File: src/hdl/irq_chain_regs.svh
`ifndef IRQ_CHAIN_REGS_SVH
`define IRQ_CHAIN_REGS_SVH

// Word indices on the register bus
`define LOCAL_VEC_IDX    4'h0
`define BUS_VEC_IDX      4'h1
`define LOCAL_STAT_IDX   4'h2
`define LOCAL_MASK_IDX   4'h3
`define BUS_STAT_IDX     4'h4
`define BUS_MASK_IDX     4'h5
`define LOCAL_LVL_IDX    4'h6
`define VME_EN_IDX       4'h7
`define CHAIN_STAT_IDX   4'h8

// Printed device addresses of the two vector registers
`define LOCAL_VEC_ADDR   32'hfffe102d
`define BUS_VEC_ADDR     32'hfffe2013

// Reset values
`define LOCAL_VEC_RST    8'h00
`define BUS_VEC_RST      8'h00
`define LOCAL_LVL_RST    27'h0000000
`define VME_EN_RST       7'h00

// Vector field layout
`define LOCAL_BASE_MSB   7
`define LOCAL_BASE_LSB   4
`define BUS_BASE_MSB     7
`define BUS_BASE_LSB     3

// Interrupt acknowledge decode and fixed source levels
`define IACK_FC          3'h7
`define IACK_ADDR_HI     4'hf
`define FIXED_LEVEL      3'h7
`define FIXED_LEVELS     9'h1ff

`endif

File: src/hdl/irq_chain_pkg.sv
package irq_chain_pkg;

	typedef enum logic [2:0] {
		ST_IDLE,
		ST_CHAIN,
		ST_VME_ARB,
		ST_VME_IACK,
		ST_DONE
	} ack_state_t;

	typedef struct packed {
		ack_state_t  st;
		logic [2:0]  lvl;
		logic [7:0]  vec;
		logic        ack_out;
		logic [2:0]  ipl_n;
		logic        irq;
		logic [31:0] rdata;
		logic        waitreq;
		logic [7:0]  dout;
		logic        doe_n;
		logic        dtack_n;
		logic        vme_req;
		logic        vme_iack;
		logic [2:0]  vme_lvl;
		logic [7:0]  lbase;
		logic [7:0]  bbase;
		logic [26:0] lvl_cfg;
		logic [6:0]  vme_en;
		logic [1:0]  last_src;
	} chain_regs_t;

endpackage

File: src/hdl/irq_level_pick.sv
`timescale 1ns/1ps
module irq_level_pick import irq_chain_pkg::*; #(
	parameter int N = 12
) (
	input  wire logic [N-1:0]         pend,    // Enabled pending sources
	input  wire logic [3*N-1:0]       lvls,    // Level of each source
	output logic      [2:0]           top_lvl, // Highest pending level
	output logic      [$clog2(N)-1:0] top_idx  // Lowest index at that level
);
	if (N < 2 || N > 16) begin : g_chk
		$error("irq_level_pick: N out of range");
	end

	always_comb begin
		top_lvl = 3'h0;
		top_idx = '0;
		// Strict compare, so the lowest index wins a tie
		for (int i = 0; i < N; i++) begin
			if (pend[i] && (lvls[3*i +: 3] > top_lvl)) begin
				top_lvl = lvls[3*i +: 3];
				top_idx = ($clog2(N))'(i);
			end
		end
	end
endmodule

File: src/hdl/irq_sticky_bank.sv
`timescale 1ns/1ps
module irq_sticky_bank import irq_chain_pkg::*; #(
	parameter int W = 12
) (
	input  wire logic         ref_clk,  // Clock
	input  wire logic         rst,      // Sync reset, active high
	input  wire logic [W-1:0] src,      // Source levels
	input  wire logic         clr_we,   // Write-one-to-clear strobe
	input  wire logic         mask_we,  // Mask write strobe
	input  wire logic [W-1:0] wdata,    // Write data
	output logic      [W-1:0] status,   // Sticky status
	output logic      [W-1:0] mask,     // Enable mask
	output logic      [W-1:0] pending   // Status and mask
);
	if (W < 1 || W > 32) begin : g_chk
		$error("irq_sticky_bank: W out of range");
	end

	typedef struct packed {
		logic [W-1:0] status;
		logic [W-1:0] mask;
		logic [W-1:0] prev;
	} bank_t;

	bank_t r_reg;
	bank_t r_next;

	always_comb begin
		r_next = r_reg;
		r_next.prev = src;
		// Set beats clear: a new edge is never lost
		r_next.status = (r_reg.status & ~(clr_we ? wdata : '0))
			| (src & ~r_reg.prev);
		if (mask_we) begin
			r_next.mask = wdata;
		end
	end

	always_ff @(posedge ref_clk) begin
		if (rst) begin
			r_reg <= '0;
		end else begin
			r_reg <= r_next;
		end
	end

	assign status  = r_reg.status;
	assign mask    = r_reg.mask;
	assign pending = r_reg.status & r_reg.mask;
endmodule

File: src/hdl/interrupt_ack_vector_chain.sv
`timescale 1ns/1ps
`include "irq_chain_regs.svh"

// What this block does
// Every source has its own software enable
// Power fail, bus error, abort fixed level seven
// Acknowledge decoded from address and function code
// Local match gives vector, else chain onward
// Bus chip answers when requesting that level
// Otherwise win bus, run remote acknowledge cycle
// Remote interrupter supplies vector on that cycle
// Local beats bus chip beats remote lines
// Local vector: base nibble plus source code
// Bus chip vector: five base bits, code
// Abort switch raises level seven when enabled
// Vector on low byte, terminate, else release
module interrupt_ack_vector_chain import irq_chain_pkg::*; (
	input  wire logic        ref_clk,       // 100 MHz clock
	input  wire logic        rst,           // Sync reset, active high
	input  wire logic [3:0]  address,       // Avalon word address
	input  wire logic        read,          // Avalon read
	input  wire logic        write,         // Avalon write
	input  wire logic [31:0] writedata,     // Avalon write data
	output logic      [31:0] readdata,      // Avalon read data
	output logic             waitrequest,   // Avalon wait
	output logic             irq_out,       // Unmasked status pending
	input  wire logic [11:0] local_src,     // Local sources, bit 2 abort
	input  wire logic [6:0]  bus_src,       // Bus chip sources codes 1..7
	input  wire logic [6:0]  vme_irq,       // Remote lines levels 1..7
	input  wire logic        cpu_as_n,      // Core address strobe
	input  wire logic [2:0]  cpu_fc,        // Core function code
	input  wire logic [19:1] cpu_addr,      // Core address bus
	output logic      [2:0]  ipl_n,         // Level request to core
	output logic      [7:0]  cpu_data_o,    // Vector byte
	output logic             cpu_data_oe_n, // Low while driving
	output logic             cpu_dtack_n,   // Cycle termination
	output logic             chain_ack_out, // Acknowledge to bus chip
	input  wire logic        vme_bus_held,  // Remote bus already owned
	input  wire logic        vme_bus_grant, // Remote bus granted
	output logic             vme_bus_req,   // Remote bus request
	output logic             vme_iack,      // Remote acknowledge cycle
	output logic      [2:0]  vme_iack_lvl,  // Level being acknowledged
	input  wire logic [7:0]  vme_vector,    // Vector from remote slave
	input  wire logic        vme_dtack      // Remote slave answered
);
	localparam logic [20:0] SEQ_LVLS = {3'h7, 3'h6, 3'h5, 3'h4,
		3'h3, 3'h2, 3'h1};

	chain_regs_t r_reg;
	chain_regs_t r_next;

	logic [11:0] local_stat, local_mask, local_pend;
	logic [6:0]  bus_stat, bus_mask, bus_pend;
	logic [3:0]  local_idx;
	logic [2:0]  local_top, bus_top, bus_idx, vme_top, all_top, iack_lvl;
	logic        req, take, iack_hit;
	logic [31:0] rd_mux;

	// ==========================================================
	// Source banks and level priority
	// ==========================================================
	irq_sticky_bank #(.W(12)) u_local_bank (
		.ref_clk (ref_clk),
		.rst     (rst),
		.src     (local_src),
		.clr_we  (take && write && address == `LOCAL_STAT_IDX),
		.mask_we (take && write && address == `LOCAL_MASK_IDX),
		.wdata   (writedata[11:0]),
		.status  (local_stat),
		.mask    (local_mask),
		.pending (local_pend)
	);

	irq_sticky_bank #(.W(7)) u_bus_bank (
		.ref_clk (ref_clk),
		.rst     (rst),
		.src     (bus_src),
		.clr_we  (take && write && address == `BUS_STAT_IDX),
		.mask_we (take && write && address == `BUS_MASK_IDX),
		.wdata   (writedata[6:0]),
		.status  (bus_stat),
		.mask    (bus_mask),
		.pending (bus_pend)
	);

	// Sources 0..2 pinned to level seven
	irq_level_pick #(.N(12)) u_local_pick (
		.pend    (local_pend),
		.lvls    ({r_reg.lvl_cfg, `FIXED_LEVELS}),
		.top_lvl (local_top),
		.top_idx (local_idx)
	);

	// Bus chip level equals its source code
	irq_level_pick #(.N(7)) u_bus_pick (
		.pend    (bus_pend),
		.lvls    (SEQ_LVLS),
		.top_lvl (bus_top),
		.top_idx (bus_idx)
	);

	irq_level_pick #(.N(7)) u_vme_pick (
		.pend    (vme_irq & r_reg.vme_en),
		.lvls    (SEQ_LVLS),
		.top_lvl (vme_top),
		.top_idx ()
	);

	// ==========================================================
	// Decode
	// ==========================================================
	always_comb begin
		all_top = local_top;
		if (bus_top > all_top) begin
			all_top = bus_top;
		end
		if (vme_top > all_top) begin
			all_top = vme_top;
		end
	end

	assign req      = read || write;
	assign take     = req && !r_reg.waitreq;
	assign iack_hit = !cpu_as_n && cpu_fc == `IACK_FC
		&& cpu_addr[19:16] == `IACK_ADDR_HI;
	assign iack_lvl = cpu_addr[3:1];

	always_comb begin
		case (address)
		`LOCAL_VEC_IDX:  rd_mux = {24'h000000, r_reg.lbase};
		`BUS_VEC_IDX:    rd_mux = {24'h000000, r_reg.bbase};
		`LOCAL_STAT_IDX: rd_mux = {20'h00000, local_stat};
		`LOCAL_MASK_IDX: rd_mux = {20'h00000, local_mask};
		`BUS_STAT_IDX:   rd_mux = {25'h0000000, bus_stat};
		`BUS_MASK_IDX:   rd_mux = {25'h0000000, bus_mask};
		`LOCAL_LVL_IDX:  rd_mux = {5'h00, r_reg.lvl_cfg};
		`VME_EN_IDX:     rd_mux = {25'h0000000, r_reg.vme_en};
		`CHAIN_STAT_IDX: rd_mux = {17'h0, r_reg.last_src,
			r_reg.st == ST_IDLE, r_reg.lvl, local_top, bus_top,
			vme_top};
		default:         rd_mux = 32'h00000000;
		endcase
	end

	// ==========================================================
	// Next state
	// ==========================================================
	always_comb begin
		r_next = r_reg;
		// One wait cycle, then one cycle with waitrequest low
		r_next.waitreq = !(req && r_reg.waitreq);
		if (read && r_reg.waitreq) begin
			r_next.rdata = rd_mux;
		end
		if (take && write) begin
			case (address)
			`LOCAL_VEC_IDX: r_next.lbase = writedata[7:0];
			`BUS_VEC_IDX:   r_next.bbase = writedata[7:0];
			`LOCAL_LVL_IDX: r_next.lvl_cfg = writedata[26:0];
			`VME_EN_IDX:    r_next.vme_en = writedata[6:0];
			default:        r_next.lvl_cfg = r_reg.lvl_cfg;
			endcase
		end
		r_next.irq = |local_pend || |bus_pend;
		r_next.ipl_n = ~all_top;

		case (r_reg.st)
		ST_IDLE: begin
			if (iack_hit) begin
				r_next.lvl = iack_lvl;
				if (local_top == iack_lvl && local_top != 3'h0) begin
					r_next.vec = {r_reg.lbase[`LOCAL_BASE_MSB:
						`LOCAL_BASE_LSB], local_idx};
					r_next.dout = r_next.vec;
					r_next.doe_n = 1'b0;
					r_next.dtack_n = 1'b0;
					r_next.last_src = 2'h1;
					r_next.st = ST_DONE;
				end else begin
					r_next.ack_out = 1'b1;
					r_next.st = ST_CHAIN;
				end
			end
		end
		ST_CHAIN: begin
			if (cpu_as_n) begin
				r_next.ack_out = 1'b0;
				r_next.st = ST_IDLE;
			end else if (bus_top == r_reg.lvl && bus_top != 3'h0) begin
				r_next.vec = {r_reg.bbase[`BUS_BASE_MSB:`BUS_BASE_LSB],
					bus_idx + 3'h1};
				r_next.dout = r_next.vec;
				r_next.doe_n = 1'b0;
				r_next.dtack_n = 1'b0;
				r_next.last_src = 2'h2;
				r_next.st = ST_DONE;
			end else if (vme_bus_held) begin
				r_next.vme_iack = 1'b1;
				r_next.vme_lvl = r_reg.lvl;
				r_next.st = ST_VME_IACK;
			end else begin
				r_next.vme_req = 1'b1;
				r_next.st = ST_VME_ARB;
			end
		end
		ST_VME_ARB: begin
			if (cpu_as_n) begin
				r_next.ack_out = 1'b0;
				r_next.vme_req = 1'b0;
				r_next.st = ST_IDLE;
			end else if (vme_bus_grant) begin
				r_next.vme_iack = 1'b1;
				r_next.vme_lvl = r_reg.lvl;
				r_next.st = ST_VME_IACK;
			end
		end
		ST_VME_IACK: begin
			if (cpu_as_n) begin
				r_next.ack_out = 1'b0;
				r_next.vme_req = 1'b0;
				r_next.vme_iack = 1'b0;
				r_next.st = ST_IDLE;
			end else if (vme_dtack) begin
				r_next.vec = vme_vector;
				r_next.dout = vme_vector;
				r_next.doe_n = 1'b0;
				r_next.dtack_n = 1'b0;
				r_next.vme_req = 1'b0;
				r_next.vme_iack = 1'b0;
				r_next.last_src = 2'h3;
				r_next.st = ST_DONE;
			end
		end
		ST_DONE: begin
			// Hold the byte until the core ends its cycle
			if (cpu_as_n) begin
				r_next.doe_n = 1'b1;
				r_next.dtack_n = 1'b1;
				r_next.dout = 8'h00;
				r_next.ack_out = 1'b0;
				r_next.st = ST_IDLE;
			end
		end
		default: begin
			r_next.st = ST_IDLE;
		end
		endcase
	end

	always_ff @(posedge ref_clk) begin
		if (rst) begin
			r_reg <= '0;
			r_reg.st <= ST_IDLE;
			r_reg.ipl_n <= 3'h7;
			r_reg.waitreq <= 1'b1;
			r_reg.doe_n <= 1'b1;
			r_reg.dtack_n <= 1'b1;
			r_reg.lbase <= `LOCAL_VEC_RST;
			r_reg.bbase <= `BUS_VEC_RST;
			r_reg.lvl_cfg <= `LOCAL_LVL_RST;
			r_reg.vme_en <= `VME_EN_RST;
		end else begin
			r_reg <= r_next;
		end
	end

	assign readdata      = r_reg.rdata;
	assign waitrequest   = r_reg.waitreq;
	assign irq_out       = r_reg.irq;
	assign ipl_n         = r_reg.ipl_n;
	assign cpu_data_o    = r_reg.dout;
	assign cpu_data_oe_n = r_reg.doe_n;
	assign cpu_dtack_n   = r_reg.dtack_n;
	assign chain_ack_out = r_reg.ack_out;
	assign vme_bus_req   = r_reg.vme_req;
	assign vme_iack      = r_reg.vme_iack;
	assign vme_iack_lvl  = r_reg.vme_lvl;
endmodule

File: config.mk
export PLATFORM = sky130hd
export DESIGN_NAME = interrupt_ack_vector_chain
export DESIGN_NICKNAME = d
export VERILOG_FILES = /design/src/hdl/irq_chain_pkg.sv /design/src/hdl/irq_level_pick.sv /design/src/hdl/irq_sticky_bank.sv /design/src/hdl/interrupt_ack_vector_chain.sv
export VERILOG_INCLUDE_DIRS = /design/src /design/src/hdl
export SDC_FILE = /design/constraint.sdc
export NUM_CORES = 1
export LEC_CHECK = 0
export BUFFER_PORTS_ARGS = -buffer_cell sky130_fd_sc_hd__buf_2
export CORE_MARGIN = 3
export CORE_UTILIZATION = 61
export CTS_BUF_LIST = sky130_fd_sc_hd__clkbuf_8
export DETAILED_ROUTE_END_ITERATION = 8
export PLACE_DENSITY = 0.81
export SLEW_MARGIN = 25
export SYNTH_ARGS = -nofsm -noshare
export SYNTH_HDL_FRONTEND = slang
export SYNTH_HIERARCHICAL = 1
export SYNTH_SLANG_ARGS = --single-unit
export TNS_END_PERCENT = 100
File: constraint.sdc
create_clock -name ref_clk -period 17.4 [get_ports ref_clk]
set_clock_uncertainty 0.15 [all_clocks]
set_input_delay 1.74 -clock ref_clk [delete_from_list [all_inputs] [get_ports ref_clk]]
set_output_delay 1.74 -clock ref_clk [all_outputs]
set_load 0.01 [all_outputs]
# After elaboration in Yosys (flattened, before gate mapping)
# Index checks and enable logic that the tools add are counted.
[word_totals]
reg_bits = 168
input_bits = 100
out_inout_bits = 53
elab_cells = 247
[op_classes]
add_sub_neg = 1
order_cmp = 25
eq_ne = 33
mux = 86
bitwise_logic = 14
reduce_logical = 64
[op_table]
columns = ["cell", "n"]
rows = [
  ["$pmux W27 S9", 1],
  ["$mux W3", 37],
  ["$mux W10", 5],
  ["$pmux W10 S4", 1],
  ["$and A12 B12 Y12", 3],
  ["$logic_and A1 B1 Y1", 35],
  ["$gt A3 B3 Y1", 11],
  ["$mux W15", 2],
  ["$mux W2", 15],
  ["$and A7 B7 Y7", 4],
  ["$mux W4", 7],
  ["$ne A2 B2 Y1 const B", 13],
  ["$gt A3 B3 Y1 const A", 8],
  ["$mux W12", 2],
  ["$not A12 Y12", 2],
  ["$eq A4 B3 Y1 const B", 4],
  ["$pmux W3 S5", 1],
  ["$not A7 Y7", 2],
  ["$reduce_and A7 Y1", 2],
  ["$or A12 B12 Y12", 1],
  ["$pmux W2 S3", 2],
  ["$reduce_and A6 Y1", 2],
  ["$reduce_bool A3 Y1", 4],
  ["$reduce_or A12 Y1", 1],
  ["other kinds (32)", 58],
]

# Longest topological paths before layout
# Gate-level depths: netlist of the first run.
[depth]
word_depth = 40
mapped_depth = 88

# By module
# Netlist of the first run, hierarchy kept.
[modules_own_cells]
columns = ["mod", "n_inst", "cells_each", "area_each_um2", "seq_area_each_um2"]
rows = [
  ["interrupt_ack_vector_chain", 1, 678, 5723.0, 2102.0],
  ["irq_level_pick (u_local_pick)", 1, 254, 1644.1, 0.0],
  ["irq_sticky_bank (u_local_bank)", 1, 150, 1517.7, 720.7],
  ["irq_level_pick (u_bus_pick)", 1, 129, 913.4, 0.0],
  ["irq_sticky_bank (u_bus_bank)", 1, 87, 905.9, 420.4],
  ["irq_level_pick (u_vme_pick)", 1, 129, 865.8, 0.0],
]

# Least setup slack after synthesis of the first run
# No wires, ideal clock.
[synth_path]
path_kind = "reg2reg"
startpoint = "reg u_local_bank.r_reg, in the netlist u_local_bank/mask[0]"
endpoint = "reg ipl_n[1] (netlist name)"
arrival_ns = 15.255
required_ns = 17.130
setup_slack_ns = 1.875
path_stages_with_launch = 85
n_path_buf = 1
cell_sequence = "dfxtp_1 and2_1 and2_1 clkbuf_1 inv_1 ha_1 and3b_1 o211ai_4 nand2_1 o21ai_0 ha_1 nor3_1 o211ai_1 a21boi_1 mux2i_1 inv_1 ha_1 nor2_1 [49 not listed] a31oi_1 ha_1 nand3_1 nand2_1 a21oi_1 inv_1 nand2_1 o22ai_1 a31oi_1 ha_1 a32oi_1 mux2i_1 ha_1 nor2b_1 o21a_1 o21ai_0 nor2_1 a211o_1"
[synth_between]
elab_chain_len = 40
[synth_rtl]
columns = ["element", "line_no", "text"]
rows = [
  ["start, declared", "irq_sticky_bank.sv:25", "bank_t r_reg;"],
  ["start signal, assigned", "irq_sticky_bank.sv:43", "r_reg <= r_next;"],
  ["$and A12 B12 Y12 (*)", "irq_sticky_bank.sv:49", "assign pending = r_reg.status & r_reg.mask;"],
  ["net local_pend[0]", "interrupt_ack_vector_chain.sv:52", "logic [11:0] local_stat, local_mask, local_pend;"],
  ["$mux W3 (*)", "irq_level_pick.sv:19", "if (pend[i] && (lvls[3*i +: 3] > top_lvl)) begin"],
  ["$gt A3 B3 Y1", "irq_level_pick.sv:19", ""],
  ["$logic_and A1 B1 Y1", "irq_level_pick.sv:19", ""],
  ["$mux W3 (*)", "irq_level_pick.sv:19", ""],
  ["$gt A3 B3 Y1", "irq_level_pick.sv:19", ""],
  ["$logic_and A1 B1 Y1", "irq_level_pick.sv:19", ""],
  ["[26 not listed]", "-", ""],
  ["$logic_and A1 B1 Y1", "irq_level_pick.sv:19", ""],
  ["$mux W3 (*)", "irq_level_pick.sv:19", ""],
  ["net local_top[0]", "interrupt_ack_vector_chain.sv:55", "logic [2:0] local_top, bus_top, bus_idx, vme_top, all_top, iack_lvl;"],
  ["$gt A3 B3 Y1", "interrupt_ack_vector_chain.sv:114", "if (bus_top > all_top) begin"],
  ["$mux W3 (*)", "interrupt_ack_vector_chain.sv:114", ""],
  ["$gt A3 B3 Y1", "interrupt_ack_vector_chain.sv:117", "if (vme_top > all_top) begin"],
  ["$mux W3 (*)", "interrupt_ack_vector_chain.sv:117", ""],
  ["$not A3 Y3 (*)", "interrupt_ack_vector_chain.sv:165", "r_next.ipl_n = ~all_top;"],
]
# The timed path passes the listed nets; every way through them passes the cells marked *.
# A chain may end at the register's enable or synchronous reset.

# Final worst setup path of the first run
[layout_path]
startpoint = "reg u_local_bank.r_reg, in the netlist u_local_bank/mask[0]"
endpoint = "reg ipl_n[2] (netlist name)"
[layout_between]
elab_chain_len = 40
[layout_rtl]
columns = ["element", "line_no"]
rows = [
  ["$and A12 B12 Y12 (*)", "irq_sticky_bank.sv:49"],
  ["net local_pend[0]", "interrupt_ack_vector_chain.sv:52"],
  ["$mux W3 (*)", "irq_level_pick.sv:19"],
  ["$gt A3 B3 Y1", "irq_level_pick.sv:19"],
  ["$logic_and A1 B1 Y1", "irq_level_pick.sv:19"],
  ["$mux W3 (*)", "irq_level_pick.sv:19"],
  ["$gt A3 B3 Y1", "irq_level_pick.sv:19"],
  ["$logic_and A1 B1 Y1", "irq_level_pick.sv:19"],
  ["[26 not listed]", "-"],
  ["$logic_and A1 B1 Y1", "irq_level_pick.sv:19"],
  ["$mux W3 (*)", "irq_level_pick.sv:19"],
  ["net local_top[0]", "interrupt_ack_vector_chain.sv:55"],
  ["$gt A3 B3 Y1", "interrupt_ack_vector_chain.sv:114"],
  ["$mux W3 (*)", "interrupt_ack_vector_chain.sv:114"],
  ["$gt A3 B3 Y1", "interrupt_ack_vector_chain.sv:117"],
  ["$mux W3 (*)", "interrupt_ack_vector_chain.sv:117"],
  ["$not A3 Y3 (*)", "interrupt_ack_vector_chain.sv:165"],
]
# Marks and branches as above.

==> results of run 1 <==
what timing repair did:
action                     in CTS  in global routing
setup buffers                   0                  8
setup endpoints to repair       0                 17
gates resized for setup         0                 27
placed cells by master (no fill, tap or decap), types with 33 or more instances in the layout:
cell,instances
ha_1,44
a21oi_1,97
inv_1,62
o21ai_0,44
and2_1,46
nor2b_1,46
buf_2,129
conb_1,146
nor2_1,131
dfxtp_1,162
mux2i_1,70
nand2b_1,33
nand2_1,141
layout make-up:
class / count / share of cell area (%)
Antenna cell: 1 / 0.0196
Clock buffer: 18 / 1.94
Clock inverter: 13 / 1.09
Inverter: 61 / 1.79
Multi-Input combinational cell: 1203 / 61.2
Sequential cell: 162 / 25.3
Tap cell: 229 / 2.24
Timing Repair Buffer: 151 / 6.34
where the power goes:
group | switching (W) | total (W) | internal, W
logic | 0.0000474 | 0.0000780 | 0.0000306
registers | 0.00000509 | 0.000383 | 0.000378
clock network | 0.000145 | 0.000276 | 0.000131
layer usage:
| layer | global-route usage [%] | vias to the layer above | routed length [um] |
|---|---|---|---|
| li1 | - | 5231 | - |
| met1 | 43.5 | 4922 | 14200 |
| met5 | 0 | - | 0 |
| met4 | 7.68 | 0 | 571 |
| met3 | 5.32 | 52 | 2800 |
| met2 | 46.1 | 498 | 14100 |
worst max-delay path: cells and delay by family, from the launching register on:
family	cells	cell delay [ns]
AO/OA/AOI/OAI	35	6.20
adder cells (fa/ha/maj)	15	4.10
buffers and inverters	7	0.77
flip-flops	1	0.36
multiplexers	2	0.53
AND/OR/NAND/NOR	28	4.15
how the worst max path moves through the flow:
stage / endpoint / cells after the start
global placement: ipl_n[2] / 85
global route: ipl_n[1] / 86
CTS: ipl_n[2] / 85
floorplan: ipl_n[1] / 84
finish: ipl_n[2] / 87
detailed placement: ipl_n[2] / 83
stage by stage:
step                      setup TNS [ns]  cell area [um2]
after floorplan                        0            12100
after global placement                 0            12200
after detailed placement               0            12200
after CTS                              0            12600
after global routing              -0.107            12800
final                                  0            12800
==> flow_summary_export.csv, run 1 <==
group,metric,value,unit
status,status,"finished, final reports clean",
clocking,cts.htree.levels,4,
floorplan,core,0.0183,mm2
floorplan,row_count,49,
logic_synthesis,postSynthAreaPerCell,8.12,um2
placement,dpl.cell_count,1798,
placement,gp_congestion,0.941,
route,avgViaCountPerCell,5.82,
setup_path,crit_type,"reg -> reg",
clocking,path_clk_slew,0.09,ns
timing,final-setup-viol-count,0,
clocking,tritoncts,"yes",
logic_synthesis,syn_inst,1419,
route,dr_total_vias,10700,
timing,finalCritPeriodShare,94.2,%
floorplan,start_util,63.1,%
setup_path,r2r_setup_slack,1.01,ns
cells_and_area,register_area,0.00324,mm2
clocking,cts_buffers,17,
setup_path,cp-startpoint,"u_local_bank/mask[0]",
placement,dpl.hpwl,24100,um
timing,worst_slack,1.01,ns
setup_path,cp_common_cell,"ha_1",
clocking,cts-root-buf,"clkbuf_8",
timing,holdWs,0.309,ns
hold_path,hold_end,"readdata[12]",
clocking,clk_latency,0.46,ns
global_route,grt.total_usage,29.9,%
placement,pre_cts_ws,0.279,ns
cells_and_area,drive_gt1_share,18.2,%
clocking,clock_sinks,162,
timing,worstMarginPinSlew,0.982,ns
global_route,overflow,0,
cells_and_area,nets,1741,
setup_path,arrival,16.59,ns
logic_synthesis,yosys_warnings,6,
floorplan,die-area,0.0206,mm2
cells_and_area,fin_util,70.0,%
setup_path,required,17.60,ns
power,fin_total_pwr,0.000736,W
setup_path,cp-start-kind,"flop",
cells_and_area,multi_input_area,0.00784,mm2
global_route,antenna_found_initial,1,
hold_path,hold_start,"readdata[12]",
timing,slew_viol_final,0,
setup_path,slowest_stage,"nor4_1",
floorplan,die_h,143,um
route,wirelength,31700,um
hold_path,hold_class,"reg -> reg",
setup_path,ff2ff_path_depth,87,
setup_path,cpPeakStageDelay,0.49,ns
timing,hold_viol,0,
setup_path,endpoint_kind,"flop",
cells_and_area,fillers,1545,
route,first_pass_iters,6,
route,drc_errors,0,
global_route,grt_pass1_wl,49100,um
route,wl_per_cell,17.3,um
route,drt_iter0_markers,1136,
cells_and_area,final_cell_count_no_fill,1838,
floorplan,die_w,143,um
logic_synthesis,netlist_area,0.0115,mm2
run,drv_cap,0,
power,cellLeakagePower,5.54,nW
floorplan,io_pins,153,
placement,port_buffers,130,
global_route,grt_max_degree,92,
cells_and_area,largest_register_ffs,58,
setup_path,cp_max_fo,5,
timing,fin_crit,16.39,ns
route,antenna_left,0,
cells_and_area,area_delta_synth_final,11.0,%
power,p_per_area,57.6,mW/mm2
power,worst_ir_drop_vdd,0.0000636,V
clocking,clk_path_buf_depth,2,
clocking,cts_hold_buf,0,
hold_path,holdPathStages,2,
setup_path,worst_r2r_endpoint,"ipl_n[2]",
timing,max_freq,0.0610,GHz
timing,max-slew-margin-rel,33.6,%
global_route,grt_pass1_vias,9499,
setup_path,r2r_start,"u_local_bank/mask[0]",
Note: power is estimated with default switching activity, not from simulation.
==> inputs of run 2 (changes only) <==
--- a/config.mk
+++ b/config.mk
@@ -11,7 +11,7 @@
 export CORE_UTILIZATION = 61
 export CTS_BUF_LIST = sky130_fd_sc_hd__clkbuf_8
 export DETAILED_ROUTE_END_ITERATION = 8
-export PLACE_DENSITY = 0.81
+export PLACE_DENSITY = 0.84
 export SLEW_MARGIN = 25
 export SYNTH_ARGS = -nofsm -noshare
 export SYNTH_HDL_FRONTEND = slang
==> flow_summary_export.csv, run 2 (synthesis results as in run 1) <==
group,metric,value,unit
status,status,"finished, final reports clean",
placement,port_buffers,130,
cells_and_area,largest_register_ffs,58,
setup_path,cpPeakStageDelay,0.39,ns
power,p_per_area,58.9,mW/mm2
floorplan,io_pins,153,
route,drt_iter0_markers,1181,
route,antenna_left,0,
timing,setup_tns,0,ns
setup_path,worst-path-buf-inv,7,
clocking,cts.htree.levels,4,
global_route,antenna_found_initial,1,
timing,hold_viol,0,
clocking,cts_hold_buf,0,
placement,gp_congestion,1.01,
timing,worst_slack,0.860,ns
cells_and_area,area_delta_synth_final,10.8,%
floorplan,die_h,143,um
cells_and_area,multi_input_area,0.00781,mm2
setup_path,arrival,16.75,ns
global_route,grt_pass1_wl,49400,um
timing,finalCritPeriodShare,95.1,%
power,p_sw,0.000206,W
cells_and_area,final_cell_count_no_fill,1835,
placement,pre_cts_ws,0.221,ns
route,wirelength,31800,um
timing,slew_viol_final,0,
global_route,grt_max_degree,60,
clocking,tritoncts,"yes",
timing,final-setup-viol-count,0,
cells_and_area,diodes,0,
setup_path,cp_common_cell,"ha_1",
route,avgViaCountPerCell,5.96,
cells_and_area,fillers,1457,
setup_path,crit_type,"reg -> reg",
power,cellLeakagePower,5.53,nW
global_route,grt_pass1_vias,9896,
cells_and_area,nets,1739,
cells_and_area,layout_commonest_cell,"dfxtp_1",
cells_and_area,register_area,0.00324,mm2
placement,dpl.cell_count,1796,
timing,fin_crit,16.54,ns
timing,max-slew-margin-rel,35.7,%
power,p_int,0.000546,W
setup_path,endpoint_kind,"flop",
power,p_clk_share,38.6,%
global_route,overflow,0,
clocking,path_clk_slew,0.09,ns
power,seqPwrFrac,50.9,%
timing,max_freq,0.0605,GHz
route,dr_total_vias,10900,
setup_path,slowest_stage,"maj3_1",
run,drv_cap,0,
setup_path,cp-start-kind,"flop",
clocking,cts_buffers,17,
clocking,cts-root-buf,"clkbuf_8",
timing,worstMarginPinSlew,0.963,ns
placement,dpl.hpwl,23800,um
hold_path,hold_class,"reg -> reg",
global_route,grt.total_usage,29.7,%
setup_path,required,17.61,ns
cells_and_area,final_cell_mix,"161 x dfxtp_1, 146 x conb_1, 141 x nand2_1",
setup_path,cp_max_fo,6,
clocking,clk_path_buf_depth,2,
route,drc_errors,0,
clocking,clk_latency,0.48,ns
power,worst_ir_drop_vdd,0.0000584,V
route,first_pass_iters,6,
floorplan,die_w,143,um
floorplan,row_count,49,
floorplan,core,0.0183,mm2
route,wl_per_cell,17.3,um
clocking,clock_sinks,162,
floorplan,die-area,0.0206,mm2
floorplan,start_util,63.1,%
power,pwr-share-comb,10.5,%
setup_path,cp_top_family,"compound AO/OA/AOI/OAI gates",
power,sw_frac_of_total,27.4,%
cells_and_area,drive_gt1_share,18.1,%
run 2: timing repair:
action	CTS	global route
endpoints found under the setup margin	0	17
resized for setup	0	25
setup buffers	0	8
run 2: metrics by stage:
stage	total power, W	util, %	area, um2	hold slack (ns)
after global routing	0.000777	69.9	12800	0.347
after CTS	0.000746	69.1	12600	0.320
after global placement	0.000463	66.8	12200	0.297
final	0.000752	69.9	12800	0.325
after floorplan	0.000446	-	12100	0.276
after detailed placement	0.000466	66.8	12200	0.300
run 2: final timing paths:
check                                            start  cells past startpoint         endpoint  slack, ns
worst max register to register  u_local_bank/status[0]                     86         ipl_n[2]       0.86
worst min-delay path                   vme_iack_lvl[1]                      2  vme_iack_lvl[1]       0.32
worst max-delay path            u_local_bank/status[0]                     86         ipl_n[2]       0.86
worst min register to register         vme_iack_lvl[1]                      2  vme_iack_lvl[1]       0.32
run 2: final cells by class:
class,instances,area share [%]
Clock inverter,12,1.14
Multi-Input combinational cell,1203,61.1
Tap cell,229,2.24
Inverter,61,1.79
Timing Repair Buffer,149,6.23
Clock buffer,19,2.05
Sequential cell,162,25.4
run 2: worst register-to-register path: cells and delay by family (launching register included):
| family | cells | cell delay [ns] |
|---|---|---|
| AOI/OAI and AO/OA | 35 | 6.86 |
| DFF | 1 | 0.34 |
| muxes | 2 | 0.55 |
| adders and majority gates | 15 | 4.26 |
| buffers and inverters | 7 | 0.78 |
| and+or+nand+nor | 27 | 3.46 |
run 2: layer usage:
metal,global-route usage [%],vias to the layer above,share of wire [%]
met5,0,-,0.022
met2,47.1,611,44
met1,41.0,5018,43
met4,8.62,2,2.7
li1,-,5215,-
met3,6.39,94,11
run 2: power by group through the flow:
| stage | Combinational [W] | Clock [W] | Sequential [W] |
|---|---|---|---|
| 2_1_floorplan | 0.0000569 | 0 | 0.000389 |
| 3_3_place_gp | 0.0000722 | 0 | 0.000391 |
| 3_5_place_dp | 0.0000744 | 0 | 0.000391 |
| 4_1_cts | 0.0000750 | 0.000289 | 0.000383 |
| 5_1_grt | 0.0000876 | 0.000305 | 0.000384 |
| 6_report | 0.0000793 | 0.000290 | 0.000383 |
==> inputs of run 3 (changes only) <==
--- a/config.mk
+++ b/config.mk
@@ -7,11 +7,13 @@
 export NUM_CORES = 1
 export LEC_CHECK = 0
 export BUFFER_PORTS_ARGS = -buffer_cell sky130_fd_sc_hd__buf_2
+export CELL_PAD_IN_SITES_DETAIL_PLACEMENT = 1
+export CELL_PAD_IN_SITES_GLOBAL_PLACEMENT = 1
 export CORE_MARGIN = 3
-export CORE_UTILIZATION = 61
+export CORE_UTILIZATION = 45
 export CTS_BUF_LIST = sky130_fd_sc_hd__clkbuf_8
 export DETAILED_ROUTE_END_ITERATION = 8
-export PLACE_DENSITY = 0.84
+export PLACE_DENSITY_LB_ADDON = 0.1
 export SLEW_MARGIN = 25
 export SYNTH_ARGS = -nofsm -noshare
 export SYNTH_HDL_FRONTEND = slang
==> flow_summary_export.csv, run 3 (synthesis results as in run 1) <==
group,metric,value,unit
clocking,cts-root-buf,"clkbuf_8",
clocking,tritoncts,"yes",
power,cellLeakagePower,5.61,nW
cells_and_area,nets,1756,
timing,hold_viol,0,
setup_path,cp-startpoint,"u_local_bank/status[0]",
setup_path,cpPeakStageDelay,0.38,ns
setup_path,required,17.61,ns
route,drt_iter0_markers,787,
cells_and_area,design_area,0.0130,mm2
global_route,overflow,0,
route,antenna_left,0,
placement,place_area,0.0125,mm2
power,worst_ir_drop_vdd,0.0000404,V
hold_path,hold_class,"reg -> reg",
floorplan,start_util,46.6,%
floorplan,io_pins,153,
clocking,cts.htree.levels,4,
route,avgViaCountPerCell,5.63,
placement,gp_congestion,0.889,
timing,final-setup-viol-count,0,
setup_path,endpoint,"ipl_n[1]",
floorplan,row_count,57,
cells_and_area,diodes,0,
global_route,grt_pass1_vias,11000,
timing,worst_slack,0.797,ns
floorplan,die_h,166,um
cells_and_area,area_delta_synth_final,13.0,%
placement,port_buffers,130,
clocking,clock_sinks,162,
timing,max-slew-margin-rel,35.4,%
floorplan,die-area,0.0276,mm2
route,wl_per_cell,19.4,um
clocking,path_clk_slew,0.10,ns
timing,finalCritPeriodShare,95.4,%
clocking,clk_latency,0.48,ns
placement,dpl.hpwl,28900,um
cells_and_area,largest_register_ffs,58,
setup_path,cp_common_cell,"ha_1",
placement,pre_cts_ws,-0.264,ns
timing,max_freq,0.0602,GHz
route,dr_total_vias,11000,
cells_and_area,fin_util,52.6,%
setup_path,cp-start-kind,"flop",
cells_and_area,final_cell_mix,"160 x dfxtp_1, 146 x conb_1, 141 x nand2_1",
clocking,clk_path_buf_depth,2,
clocking,cts_buffers,17,
timing,slew_viol_final,0,
cells_and_area,layout_commonest_cell,"dfxtp_1",
setup_path,cp_max_fo,7,
timing,worstMarginPinSlew,0.961,ns
route,drc_errors,0,
global_route,grt_max_degree,67,
timing,holdWs,0.326,ns
setup_path,ff2ff_path_depth,87,
floorplan,core,0.0247,mm2
floorplan,die_w,166,um
setup_path,slowest_stage,"maj3_1",
setup_path,arrival,16.81,ns
cells_and_area,drive_gt1_share,19.3,%
setup_path,worst_r2r_endpoint,"ipl_n[1]",
timing,fin_crit,16.60,ns
run,drv_cap,0,
setup_path,endpoint_kind,"flop",
global_route,grt.total_usage,26.4,%
global_route,antenna_found_initial,1,
setup_path,crit_type,"reg -> reg",
route,wirelength,37800,um
setup_path,r2r_start,"u_local_bank/status[0]",
route,first_pass_iters,5,
status,status,"finished, final reports clean",
clocking,cts_hold_buf,0,
timing,setup_tns,0,ns
global_route,grt_pass1_wl,59400,um
setup_path,r2r_setup_slack,0.80,ns
power,p_per_area,57.3,mW/mm2
run 3: worst min-delay path by stage:
| stage | start | to | slack (ns) | cells past startpoint |
|---|---|---|---|---|
| after global placement | waitrequest | waitrequest | 0.30 | 1 |
| after global routing | readdata[14] | readdata[14] | 0.34 | 2 |
| after floorplan | readdata[1] | readdata[1] | 0.28 | 2 |
| after CTS | cpu_data_o[0] | cpu_data_o[0] | 0.33 | 2 |
| after detailed placement | waitrequest | waitrequest | 0.31 | 1 |
| final | readdata[14] | readdata[14] | 0.33 | 2 |
run 3: power breakdown:
group	internal [W]	switching [W]	total, W
combinational	0.0000308	0.0000502	0.0000811
clock	0.000117	0.000165	0.000282
sequential	0.000378	0.00000538	0.000383
total	0.000525	0.000221	0.000746
run 3: metal layers:
| metal | global-route usage (%) | up-vias | routed length, um |
|---|---|---|---|
| met5 | 0 | - | 13 |
| met4 | 5.86 | 2 | 562 |
| met3 | 4.45 | 39 | 1980 |
| met2 | 42.4 | 287 | 17200 |
| met1 | 37.3 | 5398 | 18100 |
| li1 | - | 5245 | - |
run 3: final cells by class:
type	count	area, um2
clock buffers	17	234
repair buffers	166	923
fillers	3165	11700
multi-input cells	1203	7840
flip-flops and latches	162	3250
clock inverters	15	146
inverters	61	229
well taps	324	405
run 3: critical path: cells and delay by family (launching register included):
| kind | cells | cell delay [ns] |
|---|---|---|
| buf+inv | 6 | 0.65 |
| compound gates | 37 | 7.32 |
| flops | 1 | 0.34 |
| fa+ha+maj | 15 | 3.96 |
| simple gates | 27 | 3.51 |
| mux | 2 | 0.55 |
run 3: what timing repair did:
item / CTS / global route
gates resized for setup: 7 / 28
buffers inserted: 0 / 7
setup endpoints to repair: 3 / 17
pin swaps: 0 / 7
run 3: per-stage QoR:
stage                     total power [W]  std cells
after CTS                        0.000748       1941
final                            0.000746       1948
after global placement           0.000466       1909
after floorplan                  0.000446       1563
after global routing             0.000777       1948
after detailed placement         0.000469       1909
